--- src/verilog/td_pkg.sv ---
// Package for the transfer descriptor header engine: header field layout,
// finish status codes, register offsets and reset values.
// Assumes a single clock domain and byte-addressed AXI4-Lite register access.
`default_nettype none
package td_pkg;
  // Header word 0 holds bytes 0..3, word 1 holds bytes 4..7, little endian.
  localparam int CNT_LSB = 0;
  localparam int TOGGLE_BIT = 10;
  localparam int ENABLE_BIT = 11;
  localparam int STATUS_LSB = 12;
  localparam int LIMIT_LSB = 16;
  localparam int SPEED_BIT = 26;
  localparam int LAST_BIT = 27;
  localparam int EP_LSB = 28;
  localparam int REQ_LSB = 0;
  localparam int TOKEN_LSB = 10;
  localparam int ALT_BIT = 14;
  localparam int PAIRED_BIT = 15;
  localparam int ADDR_LSB = 16;
  localparam int B7_LSB = 24;
  // Finish status codes.
  localparam logic [3:0] FINISH_OK = 4'h0;
  localparam logic [3:0] CRC_BAD = 4'h1;
  localparam logic [3:0] STUFF_VIOLATION = 4'h2;
  localparam logic [3:0] SEQUENCE_PID_MISMATCH = 4'h3;
  localparam logic [3:0] STALL_SEEN = 4'h4;
  localparam logic [3:0] PERIPHERAL_SILENT = 4'h5;
  localparam logic [3:0] PID_CHECK_BAD = 4'h6;
  localparam logic [3:0] PID_INVALID = 4'h7;
  localparam logic [3:0] PAYLOAD_TOO_LONG = 4'h8;
  localparam logic [3:0] PAYLOAD_TOO_SHORT = 4'h9;
  localparam logic [3:0] MEMORY_WRITE_TOO_SLOW = 4'hC;
  localparam logic [3:0] MEMORY_READ_TOO_SLOW = 4'hD;
  // Packet outcome encoding reported by the serial engine.
  localparam logic [3:0] OUT_ACK = 4'h0;
  localparam logic [3:0] OUT_CRC = 4'h1;
  localparam logic [3:0] OUT_STUFF = 4'h2;
  localparam logic [3:0] OUT_STALL = 4'h4;
  localparam logic [3:0] OUT_SILENT = 4'h5;
  localparam logic [3:0] OUT_PIDCHK = 4'h6;
  localparam logic [3:0] OUT_PIDBAD = 4'h7;
  localparam logic [3:0] OUT_MEMWR = 4'hC;
  localparam logic [3:0] OUT_MEMRD = 4'hD;
  // Register byte offsets.
  localparam logic [3:0] HDR0_OFS = 4'h0;
  localparam logic [3:0] HDR1_OFS = 4'h4;
  localparam logic [3:0] CTRL_OFS = 4'h8;
  localparam logic [3:0] STAT_OFS = 4'hC;
  localparam logic [1:0] LIST_APERIODIC = 2'h0;
  localparam logic [1:0] LIST_INTERRUPT = 2'h1;
  localparam logic [1:0] LIST_ISO = 2'h2;
  localparam logic [31:0] HDR_RESET = 32'h0000_0000;
  localparam logic [1:0] RESP_OKAY = 2'h0;
  localparam logic [1:0] RESP_SLVERR = 2'h2;
  localparam logic [1:0] TOKEN_OUT = 2'h1;
  localparam logic [1:0] TOKEN_IN = 2'h2;
endpackage
`default_nettype wire

--- src/verilog/td_engine.sv ---
// Transfer descriptor header engine: software loads an 8-byte header over
// AXI4-Lite; the engine issues packets to the serial engine and writes back
// count, status and toggle after each transaction, and clears enable when the descriptor finishes.
// Assumes the serial engine shares clock and answers one outcome per request.
// Function
// - Write bytes moved into transferred count.
// - Error-free finish reports code 0000.
// - CRC 0001, stuffing 0010, toggle mismatch 0011.
// - STALL reports 0100 and retires descriptor.
// - No response or handshake reports 0101.
// - PID check bits failing reports 0110.
// - Undefined or misplaced PID reports 0111.
// - Too much data reports 1000.
// - Short packet, buffer unfilled reports 1001.
// - IN storage too slow reports 1100.
// - OUT fetch too slow reports 1101.
// - Software sets enable; device clears when done.
// - Skip descriptors whose enable is clear.
// - Toggle picks DATA0/DATA1, checks IN PID.
// - Toggle flips only on successful packet.
// - Packet size limit caps each packet.
// - Tokens carry descriptor endpoint index.
// - Isochronous last bit marks list end.
// - Last bit ignored for other lists.
// - List-specific bits decoded per list type.
// - Speed bit selects full or low speed.
// - Requested count may span several packets.
// - Tokens carry descriptor device bus address.
//
// Added by the designer: the placing of the registers and the AXI4-Lite slave port.
`default_nettype none
module td_engine (
  input wire logic clock,
  input wire logic nrst,
  input wire logic clk_en,
  input wire logic [3:0] s_axi_awaddr,
  input wire logic s_axi_awvalid,
  output logic s_axi_awready,
  input wire logic [31:0] s_axi_wdata,
  input wire logic [3:0] s_axi_wstrb,
  input wire logic s_axi_wvalid,
  output logic s_axi_wready,
  output logic [1:0] s_axi_bresp,
  output logic s_axi_bvalid,
  input wire logic s_axi_bready,
  input wire logic [3:0] s_axi_araddr,
  input wire logic s_axi_arvalid,
  output logic s_axi_arready,
  output logic [31:0] s_axi_rdata,
  output logic [1:0] s_axi_rresp,
  output logic s_axi_rvalid,
  input wire logic s_axi_rready,
  output logic pkt_req,
  output logic [1:0] pkt_token,
  output logic [6:0] pkt_bus_address,
  output logic [3:0] pkt_endpoint_index,
  output logic pkt_low_speed,
  output logic pkt_data1,
  output logic [9:0] pkt_len,
  input wire logic pkt_done,
  input wire logic [3:0] pkt_outcome,
  input wire logic pkt_data1_seen,
  input wire logic [10:0] pkt_rx_len,
  output logic list_end,
  output logic [2:0] poll_interval_code,
  output logic [7:0] begin_frame_number,
  output logic paired,
  output logic alt_buffer
);
  typedef enum logic [1:0] {IDLE = 2'b00, ISSUE = 2'b01, WAIT = 2'b11} phase_t;
  typedef struct packed {
    logic [31:0] hdr0;
    logic [31:0] hdr1;
    logic [1:0] list_type;
    phase_t phase;
    logic aw_held;
    logic [3:0] aw_addr;
    logic w_held;
    logic [31:0] w_data;
    logic [3:0] w_strb;
    logic bvalid;
    logic rvalid;
    logic [31:0] rdata;
    logic [1:0] rresp;
    logic pkt_req;
    logic [9:0] pkt_len;
    logic busy;
  } state_t;
  state_t st_reg;
  state_t st_next;

  // Apply byte strobes to a word.
  function automatic logic [31:0] merge(input logic [31:0] old_w, input logic [31:0] new_w, input logic [3:0] stb);
    logic [31:0] r;
    r = old_w;
    for (int i = 0; i < 4; i++)
    begin
      if (stb[i])
      begin
        r[i*8 +: 8] = new_w[i*8 +: 8];
      end
    end
    return r;
  endfunction

  // Translate a packet outcome into a finish status code; reserved codes are unreachable.
  function automatic logic [3:0] status_of(input logic [3:0] oc, input logic mismatch, input logic too_long,
                                           input logic too_short);
    logic [3:0] c;
    c = td_pkg::FINISH_OK;
    case (oc)
      td_pkg::OUT_CRC: c = td_pkg::CRC_BAD;
      td_pkg::OUT_STUFF: c = td_pkg::STUFF_VIOLATION;
      td_pkg::OUT_STALL: c = td_pkg::STALL_SEEN;
      td_pkg::OUT_SILENT: c = td_pkg::PERIPHERAL_SILENT;
      td_pkg::OUT_PIDCHK: c = td_pkg::PID_CHECK_BAD;
      td_pkg::OUT_PIDBAD: c = td_pkg::PID_INVALID;
      td_pkg::OUT_MEMWR: c = td_pkg::MEMORY_WRITE_TOO_SLOW;
      td_pkg::OUT_MEMRD: c = td_pkg::MEMORY_READ_TOO_SLOW;
      td_pkg::OUT_ACK:
      begin
        if (mismatch)
          c = td_pkg::SEQUENCE_PID_MISMATCH;
        else if (too_long)
          c = td_pkg::PAYLOAD_TOO_LONG;
        else if (too_short)
          c = td_pkg::PAYLOAD_TOO_SHORT;
        else
          c = td_pkg::FINISH_OK;
      end
      default: c = td_pkg::PID_INVALID;
    endcase
    return c;
  endfunction

  // Decoded header fields.
  logic [9:0] moved;
  logic [9:0] limit;
  logic [9:0] requested;
  logic [9:0] remaining;
  logic [1:0] token;
  logic is_in;
  logic toggle;
  logic [10:0] rx_len;
  logic mismatch;
  logic too_long;
  logic too_short;
  logic [10:0] sent;
  logic [10:0] new_moved;
  logic [3:0] code;
  logic finished;
  assign moved = st_reg.hdr0[td_pkg::CNT_LSB +: 10];
  assign limit = st_reg.hdr0[td_pkg::LIMIT_LSB +: 10];
  assign requested = st_reg.hdr1[td_pkg::REQ_LSB +: 10];
  assign remaining = requested - moved;
  assign token = st_reg.hdr1[td_pkg::TOKEN_LSB +: 2];
  assign is_in = (token == td_pkg::TOKEN_IN);
  assign toggle = st_reg.hdr0[td_pkg::TOGGLE_BIT];
  assign rx_len = is_in ? pkt_rx_len : {1'b0, st_reg.pkt_len};
  assign mismatch = is_in && (pkt_data1_seen != toggle);
  assign too_long = is_in && ((rx_len > {1'b0, limit}) || (rx_len > {1'b0, remaining}));
  assign too_short = is_in && (rx_len < {1'b0, limit}) && (rx_len < {1'b0, remaining});
  assign sent = (too_long || pkt_outcome != td_pkg::OUT_ACK || mismatch) ? 11'h000 : rx_len;
  assign new_moved = {1'b0, moved} + sent;
  assign code = status_of(pkt_outcome, mismatch, too_long, too_short);
  assign finished = (code != td_pkg::FINISH_OK) || (new_moved >= {1'b0, requested});

  // Next-state logic: bus slave, then the descriptor sequencer.
  always_comb
  begin
    st_next = st_reg;
    if (st_reg.bvalid && s_axi_bready)
      st_next.bvalid = 1'b0;
    if (st_reg.rvalid && s_axi_rready)
      st_next.rvalid = 1'b0;
    if (s_axi_awvalid && !st_reg.aw_held)
    begin
      st_next.aw_held = 1'b1;
      st_next.aw_addr = s_axi_awaddr;
    end
    if (s_axi_wvalid && !st_reg.w_held)
    begin
      st_next.w_held = 1'b1;
      st_next.w_data = s_axi_wdata;
      st_next.w_strb = s_axi_wstrb;
    end
    // Header writes while busy are dropped but still answered OKAY so the sequencer sees a stable descriptor.
    if (st_reg.aw_held && st_reg.w_held && !st_reg.bvalid)
    begin
      st_next.aw_held = 1'b0;
      st_next.w_held = 1'b0;
      st_next.bvalid = 1'b1;
      st_next.rresp = st_reg.rresp;
      case ({st_reg.aw_addr[3:2], 2'b00})
        td_pkg::HDR0_OFS: if (!st_reg.busy) st_next.hdr0 = merge(st_reg.hdr0, st_reg.w_data, st_reg.w_strb);
        td_pkg::HDR1_OFS: if (!st_reg.busy) st_next.hdr1 = merge(st_reg.hdr1, st_reg.w_data, st_reg.w_strb);
        td_pkg::CTRL_OFS: if (!st_reg.busy && st_reg.w_strb[0]) st_next.list_type = st_reg.w_data[1:0];
        default: ;
      endcase
    end
    if (s_axi_arvalid && !st_reg.rvalid)
    begin
      st_next.rvalid = 1'b1;
      st_next.rresp = td_pkg::RESP_OKAY;
      case ({s_axi_araddr[3:2], 2'b00})
        td_pkg::HDR0_OFS: st_next.rdata = st_reg.hdr0;
        td_pkg::HDR1_OFS: st_next.rdata = st_reg.hdr1;
        td_pkg::CTRL_OFS: st_next.rdata = {30'h0000_0000, st_reg.list_type};
        td_pkg::STAT_OFS: st_next.rdata = {30'h0000_0000, st_reg.phase};
        default:
        begin
          st_next.rdata = 32'h0000_0000;
          st_next.rresp = td_pkg::RESP_SLVERR;
        end
      endcase
    end
    st_next.pkt_req = 1'b0;
    case (st_reg.phase)
      IDLE:
      begin
        st_next.busy = 1'b0;
        if (st_reg.hdr0[td_pkg::ENABLE_BIT] && !(st_next.aw_held && st_next.w_held))
        begin
          st_next.busy = 1'b1;
          st_next.phase = ISSUE;
        end
      end
      ISSUE:
      begin
        // Each packet is the smaller of the size limit and what is still owed.
        st_next.pkt_len = (limit < remaining) ? limit : remaining;
        st_next.pkt_req = 1'b1;
        st_next.phase = WAIT;
      end
      WAIT:
      begin
        if (pkt_done)
        begin
          st_next.hdr0[td_pkg::CNT_LSB +: 10] = new_moved[9:0];
          st_next.hdr0[td_pkg::STATUS_LSB +: 4] = code;
          if (code == td_pkg::FINISH_OK || code == td_pkg::PAYLOAD_TOO_SHORT)
            st_next.hdr0[td_pkg::TOGGLE_BIT] = ~toggle;
          if (finished)
          begin
            st_next.hdr0[td_pkg::ENABLE_BIT] = 1'b0;
            st_next.phase = IDLE;
          end
          else
          begin
            st_next.phase = ISSUE;
          end
        end
      end
      default: st_next.phase = IDLE;
    endcase
  end

  // State register; clock enable freezes everything.
  always_ff @(posedge clock or negedge nrst)
  begin
    if (!nrst)
    begin
      st_reg <= '0;
    end
    else if (clk_en)
    begin
      st_reg <= st_next;
    end
  end

  // Registered outputs.
  always_ff @(posedge clock or negedge nrst)
  begin
    if (!nrst)
    begin
      pkt_token <= 2'h0;
      pkt_bus_address <= 7'h00;
      pkt_endpoint_index <= 4'h0;
      pkt_low_speed <= 1'b0;
      pkt_data1 <= 1'b0;
      list_end <= 1'b0;
      poll_interval_code <= 3'h0;
      begin_frame_number <= 8'h00;
      paired <= 1'b0;
      alt_buffer <= 1'b0;
    end
    else if (clk_en)
    begin
      pkt_token <= st_next.hdr1[td_pkg::TOKEN_LSB +: 2];
      pkt_bus_address <= st_next.hdr1[td_pkg::ADDR_LSB +: 7];
      pkt_endpoint_index <= st_next.hdr0[td_pkg::EP_LSB +: 4];
      pkt_low_speed <= st_next.hdr0[td_pkg::SPEED_BIT];
      pkt_data1 <= st_next.hdr0[td_pkg::TOGGLE_BIT];
      list_end <= (st_next.list_type == td_pkg::LIST_ISO) && st_next.hdr0[td_pkg::LAST_BIT];
      poll_interval_code <= (st_next.list_type == td_pkg::LIST_INTERRUPT) ? st_next.hdr1[31:29] : 3'h0;
      case (st_next.list_type)
        td_pkg::LIST_INTERRUPT: begin_frame_number <= {3'h0, st_next.hdr1[td_pkg::B7_LSB +: 5]};
        td_pkg::LIST_ISO: begin_frame_number <= st_next.hdr1[td_pkg::B7_LSB +: 8];
        default: begin_frame_number <= 8'h00;
      endcase
      paired <= (st_next.list_type == td_pkg::LIST_APERIODIC) && st_next.hdr1[td_pkg::PAIRED_BIT];
      alt_buffer <= (st_next.list_type == td_pkg::LIST_APERIODIC) && st_next.hdr1[td_pkg::ALT_BIT];
    end
  end

  assign s_axi_awready = !st_reg.aw_held;
  assign s_axi_wready = !st_reg.w_held;
  assign s_axi_bvalid = st_reg.bvalid;
  assign s_axi_bresp = td_pkg::RESP_OKAY;
  assign s_axi_arready = !st_reg.rvalid;
  assign s_axi_rvalid = st_reg.rvalid;
  assign s_axi_rdata = st_reg.rdata;
  assign s_axi_rresp = st_reg.rresp;
  assign pkt_req = st_reg.pkt_req;
  assign pkt_len = st_reg.pkt_len;
endmodule // td_engine
`default_nettype wire

--- config.mk ---
export PLATFORM = sky130hd
export DESIGN_NAME = td_engine
export DESIGN_NICKNAME = d
export VERILOG_FILES = /design/src/verilog/td_pkg.sv /design/src/verilog/td_engine.sv
export SDC_FILE = /design/constraint.sdc
export NUM_CORES = 1
export LEC_CHECK = 0
export CAP_MARGIN = 20
export CELL_PAD_IN_SITES_DETAIL_PLACEMENT = 1
export CELL_PAD_IN_SITES_GLOBAL_PLACEMENT = 2
export CORE_MARGIN = 1.5
export CORE_UTILIZATION = 37
export CTS_CLUSTER_SIZE = 10
export DETAILED_ROUTE_END_ITERATION = 16
export DONT_BUFFER_PORTS = 1
export PLACE_DENSITY_LB_ADDON = 0.15
export SYNTH_ARGS = -nofsm -noshare
export SYNTH_HDL_FRONTEND = slang
export SYNTH_SLANG_ARGS = --single-unit
export TNS_END_PERCENT = 50
--- constraint.sdc ---
create_clock -name clock -period 6.6 [get_ports clock]
set_clock_uncertainty 0.2 [all_clocks]
set_input_delay 0.99 -clock clock [delete_from_list [all_inputs] [get_ports clock]]
set_output_delay 0.99 -clock clock [all_outputs]
set_load 0.01 [all_outputs]
==> results_dict.tcl <==
set metrics [dict create \
    status "complete, but fails checks" \
    violations "negative setup slack" \
    max_stage_delay_ns 0.37 \
    hp-class "in2async" \
    cpMaxStageDelayCell "dfrtp_1" \
    seq_area_sq_um 4204 \
    arrival_ns 7.12 \
    required_ns 6.76 \
    start_util 0.3770 \
    vias 7278 \
    period_share 1.055 \
    die_area_sq_um 27460 \
    grt_max_degree 169 \
    place_congestion 0.8432 \
    core-area_sq_um 25980 \
    yosysSeqAreaShare 0.4292 \
    fin_total_pwr_mw 6.594 \
    clock-sinks 168 \
    drv_cap 0 \
    worstMarginPinSlew_ns 1.029 \
    numCtsBuffers 17 \
    ys_types 74 \
    rsz0062_at_grt "true" \
    rows 59 \
    intPower_mw 3.765 \
    firstDrtPassIters 4 \
    synth_edf_count 0 \
    synth_flop_cell "dfrtp_1" \
    area_growth_syn_to_layout_pct 14.51 \
    p_leak_nw 5.263 \
    grt_antenna_before_repair 4 \
    port_buffers 0 \
    die_w_microns 165.7 \
    regToRegSetupSlack_ns -0.36 \
    synth_area_sq_um 9796 \
    nets 1107 \
    placedCellCount 1269 \
    netlist_instances 942 \
    die_h_microns 165.7 \
    wl_per_cell_microns 22.41 \
    synth_seq_cells 168 \
    synth_async_sr_flop_share 1.000 \
    cp-start-kind "register" \
    p_clk_frac 0.163 \
    drive_gt1_frac 0.2712 \
    crit_type "reg2reg" \
    critPathCaptureType "register" \
    viasPerCell 5.480 \
    multi_input_area_sq_um 4891 \
    pwr-share-seq 0.280 \
    slew_headroom 0.3122 \
    post_synth.cell_area_avg_sq_um 10.40 \
    crit_fanout 5 \
    root_buffer "clkbuf_16" \
    p_sw_mw 2.829 \
    synth.yosys.warnings 0 \
    final_common_cell "dfrtp_1" \
    pwr-share-comb 0.557 \
    hold_viol 0 \
    path_delay_family "buffers and inverters" \
    layout_common_cells "dfrtp_1, buf_4, nand2_1" \
    cts_max_path_buffers 2 \
    p_per_area_nw_per_um2 587.9 \
    wl_microns 29760 \
    final_cells 1328 \
    dpl.hpwl_microns 21610 \
    slew_violations 0 \
    timing.fmax_mhz 143.6 \
    grt_pass1_vias 8075 \
    drt_first_iter_violations 358 \
    largest_register_ffs 79 \
    drc 0 \
    track_usage 0.2185 \
    clock_latency_ns 0.44 \
    overflow 0 \
    finalWorstSetupSlack_ns -0.3649 \
    swShare 0.4290 \
    crit_buf_inv 21 \
    ant_nets 0 \
    finalSetupViolCount 2 \
    finalCriticalPeriod_ns 6.965 \
    crit_path_frequent_cell "buf_4" \
    io_pins 150 \
    tritoncts "built" \
    fin_setup_tns_ns -0.7054 \
    grt_first_pass_wirelength_microns 46640 \
    vdd_ir_drop_max_mv 0.2288 \
    nFillCells 2880 \
    htree_levels 4 \
    path_clk_slew_ns 0.08 \
]
[per-stage QoR]
stage	hold slack [ns]	cell area [sq um]	util	setup WS, ns
3_5_place_dp	0.2907	10290	0.3959	-0.8111
2_1_floorplan	0.2498	9822	-	0.02926
6_report	0.04117	11220	0.4317	-0.3649
3_3_place_gp	0.2882	10290	0.3959	-0.5897
5_1_grt	0.01826	11210	0.4316	-0.7580
4_1_cts	0.02753	11150	0.4292	-0.3768
[synth_stat cells, types with 7 or more instances]
| cell | count | share of area |
|---|---|---|
| nor2_1 | 28 | 0.011 |
| xnor2_1 | 9 | 0.0080 |
| dfrtp_1 | 168 | 0.43 |
| mux2i_1 | 51 | 0.052 |
| o22ai_1 | 13 | 0.0083 |
| clkbuf_1 | 28 | 0.011 |
| o31ai_1 | 34 | 0.026 |
| inv_1 | 53 | 0.020 |
| nor3_1 | 9 | 0.0046 |
| nand2_1 | 106 | 0.041 |
| a21oi_1 | 49 | 0.025 |
| nand3_1 | 17 | 0.0087 |
| o2bb2ai_1 | 14 | 0.013 |
| buf_4 | 61 | 0.047 |
| mux2_2 | 81 | 0.093 |
| ha_1 | 57 | 0.073 |
| o21ai_1 | 7 | 0.0036 |
| a21o_1 | 9 | 0.0069 |
| o21ai_0 | 37 | 0.019 |
[metal layers]
metal,GRT usage,wire length [microns]
met5,0,27
met2,0.3882,15220
met1,0.2643,12540
met3,0.05042,1491
met4,0.05915,483
[power by group through the flow]
stage          clock network, mW  registers (mW)  logic [mW]
2_1_floorplan                  0            1.67        2.32
3_3_place_gp                   0            1.86        3.22
3_5_place_dp                   0            1.87        3.34
4_1_cts                     1.10            1.86        3.59
5_1_grt                     1.14            1.91        4.01
6_report                    1.08            1.85        3.67
[final cells by class]
class	instances	share of cell area
inverters	54	0.01807
clock inverters	15	0.01840
clock buffers	17	0.03793
flip-flops and latches	168	0.3748
well taps	335	0.03737
multi-input cells	626	0.4360
repair buffers	112	0.07719
diodes	1	0.0002231
[kinds of logic (layout without fill, tap and decap cells)]
kind of cell	count (synthesis)	after routing	synth area share
DFF	168	168	0.4292
and+or+nand+nor	201	201	0.09503
AOI/OAI and AO/OA	210	210	0.1446
buffers and inverters	151	198	0.08558
muxes	135	135	0.1514
other	1	5	0.0003828
xor gates and xnor gates	16	16	0.01584
adders and majority gates	60	60	0.07804
[worst paths after layout]
path / startpoint / to / depth (start not counted)
setup / recovery: requested[0] / st_reg[90] / 42
hold / removal: nrst / s_axi_rdata[5] / 0
setup reg to reg: requested[0] / st_reg[90] / 42
hold reg to reg: st_reg[71] / limit[3] / 2
max in group asynchronous: nrst / pkt_len[0] / 0
min in group clock: st_reg[71] / limit[3] / 2
[timing repair]
action                     in CTS  in global routing
hold buffers                    0                  0
pin swaps                      24                 22
resized for setup              19                 10
setup endpoints to repair       2                  2
buffers inserted               23                  3
[worst reg2reg max path, delay by kind of cell (launching register included)]
| kind | cells | cell delay, ns |
|---|---|---|
| AOI/OAI and AO/OA | 12 | 2.00 |
| adders and majority gates | 4 | 0.97 |
| buffers and inverters | 21 | 2.61 |
| DFF | 1 | 0.37 |
| muxes | 1 | 0.16 |
| and+or+nand+nor | 4 | 0.59 |
Power figures use the tool's default switching activity.
